--- config.mk ---
export PLATFORM = sky130hd
export DESIGN_NAME = tsc_shaper
export DESIGN_NICKNAME = d
export VERILOG_FILES = /design/src/tsc_pkg.sv /design/src/tsc_shaper.sv
export SDC_FILE = /design/constraint.sdc
export NUM_CORES = 2
export LEC_CHECK = 0
export BUFFER_PORTS_ARGS = -buffer_cell sky130_fd_sc_hd__buf_4
export CORE_ASPECT_RATIO = 0.9
export CORE_UTILIZATION = 49
export CTS_CLUSTER_SIZE = 20
export DETAILED_ROUTE_END_ITERATION = 12
export PLACE_DENSITY = 0.76
export SETUP_SLACK_MARGIN = 0.1
export SYNTH_ARGS = -nofsm -noshare
export SYNTH_HDL_FRONTEND = slang
export SYNTH_SLANG_ARGS = --single-unit
--- constraint.sdc ---
create_clock -name clk -period 172 [get_ports clk]
set_clock_uncertainty 0.2 [all_clocks]
set_input_delay 25.8 -clock clk [delete_from_list [all_inputs] [get_ports clk]]
set_output_delay 25.8 -clock clk [all_outputs]
set_load 0.02 [all_outputs]
--- src/tsc_pkg.sv ---
// Package for the throttle speed command shaper: offsets, fields, resets, timing
package tsc_pkg;
    // Register byte offsets
    localparam logic [5:0] OFS_CTRL = 6'h00;
    localparam logic [5:0] OFS_THR = 6'h04;
    localparam logic [5:0] OFS_M1SPD = 6'h08;
    localparam logic [5:0] OFS_M2SPD = 6'h0C;
    localparam logic [5:0] OFS_STATUS = 6'h10;
    localparam logic [5:0] OFS_MASK = 6'h14;
    localparam logic [5:0] OFS_STATE = 6'h18;
    // CTRL bit positions
    localparam int CTRL_TYPE_LSB = 0;
    localparam int CTRL_SLP_EN = 4;
    localparam int CTRL_LOCK_EN = 5;
    localparam int CTRL_NEUT_EN = 6;
    // Reset values
    localparam logic [31:0] CTRL_RST = 32'h0000_0022;
    localparam logic [31:0] THR_RST = 32'h0A5A_0033;
    localparam logic [31:0] SPD_RST = 32'h3264_3264;
    // Voltage limits in ADC codes, 8-bit over 0..5 V, then deadband and full-scale limits in percent
    localparam logic [7:0] HI_MIN = 8'h99;
    localparam logic [7:0] LO_MAX = 8'h66;
    localparam logic [7:0] PCT_MIN_DB = 8'h05;
    localparam logic [7:0] PCT_MAX_DB = 8'h1E;
    localparam logic [7:0] PCT_MIN_FS = 8'h28;
    localparam logic [7:0] PCT_FULL = 8'h64;
    // Lockout timing
    localparam int CLK_HZ = 125_000_000;
    localparam int TICK_US = 1000;
    localparam int TICK_CYC = CLK_HZ / 1_000_000 * TICK_US;
    localparam int LOCK_S = 10;
    localparam int LOCK_TICKS = LOCK_S * 1000;
    // Status bit positions
    localparam int ST_LOCK = 0;
    localparam int ST_FAULT = 1;
    localparam int ST_NEUT = 2;

    typedef struct packed {
        logic [7:0] top;
        logic [7:0] bottom;
        logic [7:0] revTop;
        logic [7:0] revBottom;
    } tsc_spd_t;

    typedef struct packed {
        logic [15:0] cmd;
        logic rev;
        logic drive;
    } tsc_cmd_t;

    typedef enum logic [1:0] {
        LK_IDLE = 2'b00,
        LK_HELD = 2'b01,
        LK_FAULT = 2'b11
    } tsc_lk_t;
endpackage : tsc_pkg

--- src/tsc_shaper.sv ---
// Throttle speed command shaper with Avalon-MM register slave
//
// Our own choices: the Avalon-MM interface to the registers and the address map.
`timescale 1ns/1ns
module tsc_shaper
    import tsc_pkg::*;
#(
    parameter int LockTicks = LOCK_TICKS,
    // Cycles per lockout tick; shortened only in simulation
    parameter int TickCyc = TICK_CYC
) (
    // Clock and reset
    input wire logic clk,
    input wire logic rst_n,
    input wire logic clkEn,
    // Operator inputs from pins
    input wire logic [7:0] throttleAdc,
    input wire logic [7:0] limitPotAdc,
    input wire logic modeIn,
    input wire logic neutralIn,
    // Avalon-MM slave
    input wire logic [5:0] address,
    input wire logic read,
    input wire logic write,
    input wire logic [31:0] writedata,
    input wire logic [3:0] byteenable,
    output logic [31:0] readdata,
    output logic waitrequest,
    // Results
    output tsc_pkg::tsc_cmd_t speedCmd,
    output logic wiringFault,
    output logic irq
);
    import tsc_pkg::*;

    // Two-stage pin synchronisers
    logic [7:0] thrS1_r, thrS2_r, limS1_r, limS2_r;
    logic modeS1_r, modeS2_r, neutS1_r, neutS2_r;
    always_ff @(posedge clk) begin
        if (!rst_n) begin
            thrS1_r <= 8'h00;
            thrS2_r <= 8'h00;
            limS1_r <= 8'h00;
            limS2_r <= 8'h00;
            modeS1_r <= 1'b0;
            modeS2_r <= 1'b0;
            neutS1_r <= 1'b0;
            neutS2_r <= 1'b0;
        end else if (clkEn) begin
            thrS1_r <= throttleAdc;
            thrS2_r <= thrS1_r;
            limS1_r <= limitPotAdc;
            limS2_r <= limS1_r;
            modeS1_r <= modeIn;
            modeS2_r <= modeS1_r;
            neutS1_r <= neutralIn;
            neutS2_r <= neutS1_r;
        end
    end

    // Registers
    logic [31:0] ctrl_r, ctrl_nxt, thr_r, thr_nxt, status_r, status_nxt, mask_r, mask_nxt;
    tsc_spd_t m1_r, m1_nxt, m2_r, m2_nxt;
    logic [31:0] rdata_r, rdata_nxt;
    logic ack_r, ack_nxt;
    logic [2:0] evt;

    function automatic logic [31:0] merge(input logic [31:0] old, input logic [31:0] nw,
                                          input logic [3:0] be);
        logic [31:0] res;
        res = old;
        for (int i = 0; i < 4; i++) begin
            if (be[i]) res[i*8 +: 8] = nw[i*8 +: 8];
        end
        return res;
    endfunction : merge

    logic req, wr;
    assign req = (read | write) & !ack_r;
    // A write commits at the edge where waitrequest is seen low
    assign wr = write & ack_r;

    tsc_lk_t lk_r, lk_nxt;

    always_comb begin
        ctrl_nxt = ctrl_r;
        thr_nxt = thr_r;
        m1_nxt = m1_r;
        m2_nxt = m2_r;
        mask_nxt = mask_r;
        rdata_nxt = rdata_r;
        ack_nxt = req;
        status_nxt = status_r;
        if (wr) begin
            if (address == OFS_CTRL) begin
                ctrl_nxt = merge(ctrl_r, writedata, byteenable) & 32'h0000_007F;
            end else if (address == OFS_THR) begin
                thr_nxt = merge(thr_r, writedata, byteenable);
            end else if (address == OFS_M1SPD) begin
                m1_nxt = merge(m1_r, writedata, byteenable);
            end else if (address == OFS_M2SPD) begin
                m2_nxt = merge(m2_r, writedata, byteenable);
            end else if (address == OFS_STATUS) begin
                status_nxt = status_r & ~(writedata & {{8{byteenable[3]}}, {8{byteenable[2]}},
                                          {8{byteenable[1]}}, {8{byteenable[0]}}});
            end else if (address == OFS_MASK) begin
                mask_nxt = merge(mask_r, writedata, byteenable) & 32'h0000_0007;
            end
        end
        // Set wins over a simultaneous clear
        status_nxt = status_nxt | {29'h0, evt};
        if (read & req) begin
            if (address == OFS_CTRL) rdata_nxt = ctrl_r;
            else if (address == OFS_THR) rdata_nxt = thr_r;
            else if (address == OFS_M1SPD) rdata_nxt = m1_r;
            else if (address == OFS_M2SPD) rdata_nxt = m2_r;
            else if (address == OFS_STATUS) rdata_nxt = status_r;
            else if (address == OFS_MASK) rdata_nxt = mask_r;
            else if (address == OFS_STATE) rdata_nxt = {12'h0, lk_r, speedCmd};
            else rdata_nxt = 32'h0000_0000;
        end
    end

    always_ff @(posedge clk) begin
        if (!rst_n) begin
            ctrl_r <= CTRL_RST;
            thr_r <= THR_RST;
            m1_r <= SPD_RST;
            m2_r <= SPD_RST;
            status_r <= 32'h0000_0000;
            mask_r <= 32'h0000_0000;
            rdata_r <= 32'h0000_0000;
            ack_r <= 1'b0;
        end else if (clkEn) begin
            ctrl_r <= ctrl_nxt;
            thr_r <= thr_nxt;
            m1_r <= m1_nxt;
            m2_r <= m2_nxt;
            status_r <= status_nxt;
            mask_r <= mask_nxt;
            rdata_r <= rdata_nxt;
            ack_r <= ack_nxt;
        end
    end
    assign readdata = rdata_r;
    // Answer one cycle after the request is seen
    assign waitrequest = !ack_r;

    // Settings, clamped into their printed ranges
    logic [3:0] thrType;
    logic slpEn, lockEn, neutEn;
    logic [7:0] dbPct, fsPct, hiLim, loLim;
    assign thrType = ctrl_r[CTRL_TYPE_LSB +: 4];
    assign slpEn = ctrl_r[CTRL_SLP_EN];
    assign lockEn = ctrl_r[CTRL_LOCK_EN];
    assign neutEn = ctrl_r[CTRL_NEUT_EN];
    always_comb begin
        dbPct = thr_r[7:0] < PCT_MIN_DB ? PCT_MIN_DB : (thr_r[7:0] > PCT_MAX_DB ? PCT_MAX_DB : thr_r[7:0]);
        fsPct = thr_r[15:8] < PCT_MIN_FS ? PCT_MIN_FS : (thr_r[15:8] > PCT_FULL ? PCT_FULL : thr_r[15:8]);
        hiLim = thr_r[23:16] < HI_MIN ? HI_MIN : thr_r[23:16];
        loLim = thr_r[31:24] > LO_MAX ? LO_MAX : thr_r[31:24];
    end

    // Throttle decode: signed deflection in percent, positive is forward
    logic [7:0] lo, hi, span, pos, posPct;
    logic [8:0] defl;
    logic signed [9:0] sdefl;
    logic [7:0] mag;
    logic isRev, inNeutral;
    always_comb begin
        lo = (thrType >= 4'h5) ? loLim : 8'h00;
        hi = (thrType >= 4'h5) ? hiLim : 8'hFF;
        span = hi - lo;
        pos = (thrS2_r <= lo) ? 8'h00 : ((thrS2_r >= hi) ? span : 8'(thrS2_r - lo));
        posPct = (span == 8'h00) ? 8'h00 : 8'((16'(pos) * 16'(PCT_FULL)) / 16'(span));
        sdefl = 10'sd0;
        case (thrType)
            4'h0, 4'h5: sdefl = 10'(signed'({2'b00, posPct}) * 2 - 100);
            4'h1, 4'h6: sdefl = 10'(100 - signed'({2'b00, posPct}) * 2);
            4'h2, 4'h7: sdefl = 10'(signed'({2'b00, posPct}));
            4'h3, 4'h8: sdefl = 10'(100 - signed'({2'b00, posPct}));
            4'h4, 4'h9: sdefl = 10'(signed'({2'b00, posPct}) * 2 - 100);
            default: sdefl = 10'sd0;
        endcase
        isRev = sdefl < 0;
        defl = isRev ? 9'(-sdefl) : 9'(sdefl);
        if (defl > 9'd100) defl = 9'd100;
        inNeutral = defl <= 9'(dbPct);
        // Scale band edge to full-scale point; larger setting means less stroke
        if (inNeutral) mag = 8'h00;
        else if (defl >= 9'(PCT_FULL - (fsPct - PCT_MIN_FS)) || fsPct == PCT_FULL) mag = PCT_FULL;
        else mag = 8'((16'(defl - 9'(dbPct)) * 16'(PCT_FULL)) /
                      16'(PCT_FULL - (fsPct - PCT_MIN_FS) - dbPct));
    end

    // Speed limits per mode and direction
    tsc_spd_t sel;
    logic [7:0] top, bot, lim, limPct;
    always_comb begin
        sel = modeS2_r ? m2_r : m1_r;
        top = isRev ? sel.revTop : sel.top;
        bot = isRev ? sel.revBottom : sel.bottom;
        if (bot > top) bot = top;
        limPct = 8'((16'(limS2_r) * 16'(PCT_FULL)) / 16'hFF);
        if (slpEn) lim = 8'(16'(bot) + (16'(top - bot) * 16'(limPct)) / 16'(PCT_FULL));
        else lim = top;
    end

    // Powerup lockout
    logic [16:0] tickCnt_r, tickCnt_nxt;
    logic [15:0] lkCnt_r, lkCnt_nxt;
    logic first_r, first_nxt, neutBlock;
    // Powerup sample waits until the pin synchronisers hold real pin values
    logic [1:0] pwrCnt_r, pwrCnt_nxt;
    logic syncFull;
    assign syncFull = (pwrCnt_r == 2'd2);
    tsc_cmd_t cmd_r, cmd_nxt;
    logic fault_r, fault_nxt, irq_r, irq_nxt;
    assign neutBlock = neutEn & neutS2_r;
    always_comb begin
        lk_nxt = lk_r;
        first_nxt = first_r & !syncFull;
        pwrCnt_nxt = syncFull ? pwrCnt_r : pwrCnt_r + 2'd1;
        tickCnt_nxt = (tickCnt_r == 17'(TickCyc - 1)) ? 17'h0 : tickCnt_r + 17'h1;
        lkCnt_nxt = lkCnt_r;
        evt = 3'b000;
        case (lk_r)
            LK_IDLE: begin
                if (first_r && syncFull && lockEn && !inNeutral) begin
                    lk_nxt = LK_HELD;
                    evt[ST_LOCK] = 1'b1;
                end
            end
            LK_HELD: begin
                if (inNeutral) begin
                    lk_nxt = LK_IDLE;
                    lkCnt_nxt = 16'h0;
                end else if (tickCnt_r == 17'h0) begin
                    lkCnt_nxt = lkCnt_r + 16'h1;
                    if (lkCnt_r == 16'(LockTicks - 1)) begin
                        lk_nxt = LK_FAULT;
                        evt[ST_FAULT] = 1'b1;
                    end
                end
            end
            LK_FAULT: lk_nxt = LK_FAULT;
            default: lk_nxt = LK_IDLE;
        endcase
        if (neutBlock && !inNeutral) evt[ST_NEUT] = 1'b1;
        cmd_nxt.rev = isRev;
        cmd_nxt.drive = (lk_nxt == LK_IDLE) && !inNeutral && !neutBlock && !first_r;
        cmd_nxt.cmd = cmd_nxt.drive ? 16'(lim) * 16'(mag) : 16'h0;
        fault_nxt = (lk_nxt == LK_FAULT);
        irq_nxt = |(status_nxt[2:0] & mask_r[2:0]);
    end

    always_ff @(posedge clk) begin
        if (!rst_n) begin
            lk_r <= LK_IDLE;
            first_r <= 1'b1;
            pwrCnt_r <= 2'd0;
            tickCnt_r <= 17'h0;
            lkCnt_r <= 16'h0;
            cmd_r <= '0;
            fault_r <= 1'b0;
            irq_r <= 1'b0;
        end else if (clkEn) begin
            lk_r <= lk_nxt;
            first_r <= first_nxt;
            pwrCnt_r <= pwrCnt_nxt;
            tickCnt_r <= tickCnt_nxt;
            lkCnt_r <= lkCnt_nxt;
            cmd_r <= cmd_nxt;
            fault_r <= fault_nxt;
            irq_r <= irq_nxt;
        end
    end
    assign speedCmd = cmd_r;
    assign wiringFault = fault_r;
    assign irq = irq_r;
endmodule : tsc_shaper

==> parameters.txt <==
Parameter                              Value

Run status
  Result of the run ... complete, no violations

Die
  I/O pin count ... between 100 and 150
  DIE WIDTH ... between 300 and 400 µm
  Height of the die ... 273 µm
  Num rows ... a little under 100
  Starting utilization of the core area ... 0.499
  Standard cell core area ... approximately 0.080 mm²
  Full die area ... 0.0827 mm²

Synth
  Netlist Area Pre-Place ... 0.0400 mm²
  Synthesized area per cell ... 7.57 µm²
  Count of unique library cells instantiated by Yosys ... 132
  Number of enable flip-flop cells after synthesis ... 0
  Warnings from Yosys ... 0
  Synthesized flop and latch total ... approximately 270
  Register area share after synthesis ... 0.133
  Count of mapped cells out of synthesis ... 5281
  Proportion of synthesized flip-flops having asynchronous set or reset ... 0
  Predominant post-synthesis flop cell ... dfxtp_1

Clock tree
  Clock root buffer master ... clkbuf_16
  Number of buffers inserted by hold repair at cts ... 0
  Number of gates resized after CTS ... 0
  Clk slew on worst S/H paths ... about 0.070 ns
  Post-CTS setup buffers ... 0
  Clock latency at the later pin of the worst-skew pair ... 0.58 ns
  CTS Buffer Depth ... 3
  H-tree levels ... 1
  TritonCTS clock tree ... built
  Number of clock sinks ... 265
  Number of buffers created by CTS ... 24

Drt
  Number of antenna-violating nets in the routed design ... 0
  Detailed-route vias per instance ... 6.17
  Vias ... 39500
  Initial DRT Pass Iterations ... 6
  Detailed Route WL ... 119 mm
  Routed wire per std cell ... 18.5 µm
  Iteration-0 DRC count of the detailed router ... 3791
  Post-detailed-route DRC marker count ... 0

Hold path
  Hold Crit Start ... status_r[26]
  Path category of the worst min-delay check ... flip-flop to flip-flop

Layout
  Net count, final ... 6001
  Final core utilization ... 0.534
  Share of layout cells above drive strength 1 ... 0.0748
  Final instance area ... between 0.04 and 0.05 mm²
  FILL cells ... 7596
  Syn-to-layout area delta ... 7.06%

Setup path
  Category of the worst setup path launch point ... flip-flop
  Worst path slowest cell ... o21ai_0
  Launch point of the worst path ... ctrl_r[2]
  Crit path top cell by count ... o21a_1
  Reg-to-reg critical path startpoint ... ctrl_r[2]
  Worst Path Arrival ... 91.82 ns
  Crit Path Category ... flip-flop to flip-flop
  Data required time at the worst endpoint ... 172.27 ns
  Element type at the critical path end ... flip-flop
  Crit-path max FO ... 26
  Delay contributed by the slowest stage of the critical path ... 0.90 ns

Global routing
  Number of antenna violations at the first check in global routing ... 3
  Maximum number of pins on one net before global-route repair ... roughly 100
  Overall overflow remaining after global route ... 0
  All-layer global routing usage ... 0.278
  Number of global-route vias before repair ... 36470
  First-pass GRT wire length ... 190 mm

Timing
  Headroom to the max-slew limit ... 0.213
  Maximum clock frequency ... 0.0109 GHz
  Period utilization ... 0.532
  Max-slew violation total from the final report ... 0
  Shortest clock period the worst path allows after layout ... 91.54 ns
  Count of endpoints failing hold in the final timing report ... 0
  Setup repair after global routing missed its margin ... no
  Worst Slack Setup Final ... 80.46 ns
  Worst Max-Slew Pin Slew ... roughly 1.2 ns
  Count of endpoints failing setup in the final report ... 0
  Setup TNS ... 0 ns

Placement
  Worst slack, placed ... 81.57 ns
  Placed wire-length estimate ... approximately 94 mm
  Global placer's final weighted congestion ... 0.985
  Post-Place Cell Area ... roughly 0.042 mm²
  Port buffer count ... 117

Run
  Max-cap violations ... 0
-- cells in the mapped netlist, types with 59 or more instances --
library cell | count | area [µm²]
ha_1 | 494 | 6180
clkbuf_1 | 121 | 454
a21o_1 | 105 | 788
nor3_1 | 174 | 871
mux2_2 | 64 | 721
nor2_1 | 403 | 1510
mux2i_1 | 91 | 911
dfxtp_1 | 265 | 5310
a21boi_0 | 67 | 503
o21ai_0 | 267 | 1340
nand2b_1 | 87 | 544
nor2b_1 | 151 | 945
a21oi_1 | 368 | 1840
xor2_1 | 100 | 876
o21a_1 | 148 | 1110
fa_1 | 114 | 2280
xnor2_1 | 205 | 1800
o31ai_1 | 59 | 443
inv_1 | 358 | 1340
nand3_1 | 140 | 701
nand2_1 | 613 | 2300
-- layer usage --
metal  GRT usage  vias to the layer above  wire length [µm]
li1            -                    19059                 -
met1       0.397                    18492             53700
met2       0.431                     1696             50900
met3      0.0419                      249             10300
met4      0.0801                        4              3680
met5           0                        -                27
-- through the flow --
stage	instances	hold slack, ns
after floorplan	5294	0.212
after global placement	6352	0.218
after detailed placement	6352	0.222
after CTS	6396	0.233
after global routing	6396	0.249
final	6397	0.236
-- critical path, delay by kind of cell (launching register included) --
kind            cells  cell delay (ns)
fa+ha+maj          49            15.96
xor+xnor            7             1.37
simple gates       82            15.85
compound gates    243            49.88
flops               1             0.49
buf+inv            18             2.27
mux                15             5.33
-- placed cells by master, fill, tap and decap left out, drive strengths merged, types with 38 or more instances in the layout --
master / netlist / final
nand2: 614 / 614
ha: 494 / 494
nor2: 410 / 410
a21oi: 374 / 374
inv: 362 / 364
o21ai: 298 / 298
dfxtp: 265 / 265
xnor2: 207 / 207
nor3: 180 / 180
buf: 33 / 162
nor2b: 151 / 151
o21a: 148 / 148
nand3: 140 / 140
fa: 114 / 114
a21o: 105 / 105
xor2: 102 / 102
mux2i: 91 / 91
nand2b: 87 / 87
a21boi: 72 / 72
mux2: 67 / 67
o31ai: 61 / 61
o21bai: 56 / 56
and3: 56 / 56
and2: 52 / 52
a22oi: 49 / 49
or3: 44 / 44
a211oi: 43 / 43
a31oi: 39 / 39
nand4: 38 / 38
-- cells by family (layout without fill, tap and decap cells) --
kind of cell / count (synthesis) / count (layout) / share of synthesized area
AO/OA/AOI/OAI: 1495 / 1495 / 0.253
buffers and inverters: 518 / 570 / 0.0497
adder cells (fa/ha/maj): 612 / 612 / 0.213
flip-flops: 265 / 265 / 0.133
multiplexers: 174 / 174 / 0.0507
XOR/XNOR: 311 / 311 / 0.0702
AND/OR/NAND/NOR: 1904 / 1904 / 0.231
other: 2 / 16 / 0.000188
-- area by class of cell --
class                      count  area [µm²]  area share
timing repair buffer         162        1220      0.0285
inverter                     364        1370      0.0319
clock buffer                  32         671      0.0157
antenna                        1        2.50   0.0000585
tap                         1050        1310      0.0307
multi-input combinational   4511       32700       0.765
sequential                   265        5310       0.124
clock inverter                12         153     0.00357
-- worst paths after layout --
check                 endpoint  slack [ns]  cells after the start
hold reg to reg   status_r[26]        0.24                      2
hold / removal    status_r[26]        0.24                      2
setup reg to reg  speedCmd[17]       80.46                    414
setup / recovery  speedCmd[17]       80.46                    414
-- sequential cells by signal (all words and copies together) (netlist names), 16 cells and up --
| signal | flops |
|---|---|
| m2_r | 32 |
| thr_r | 32 |
| m1_r | 32 |
| tickCnt_r | 17 |
| status_r | 32 |
| speedCmd | 18 |
| lkCnt_r | 16 |
| readdata | 32 |
Power is not shown: default switching activity piles up to over one toggle a cycle in this logic, so the estimate is an artifact.
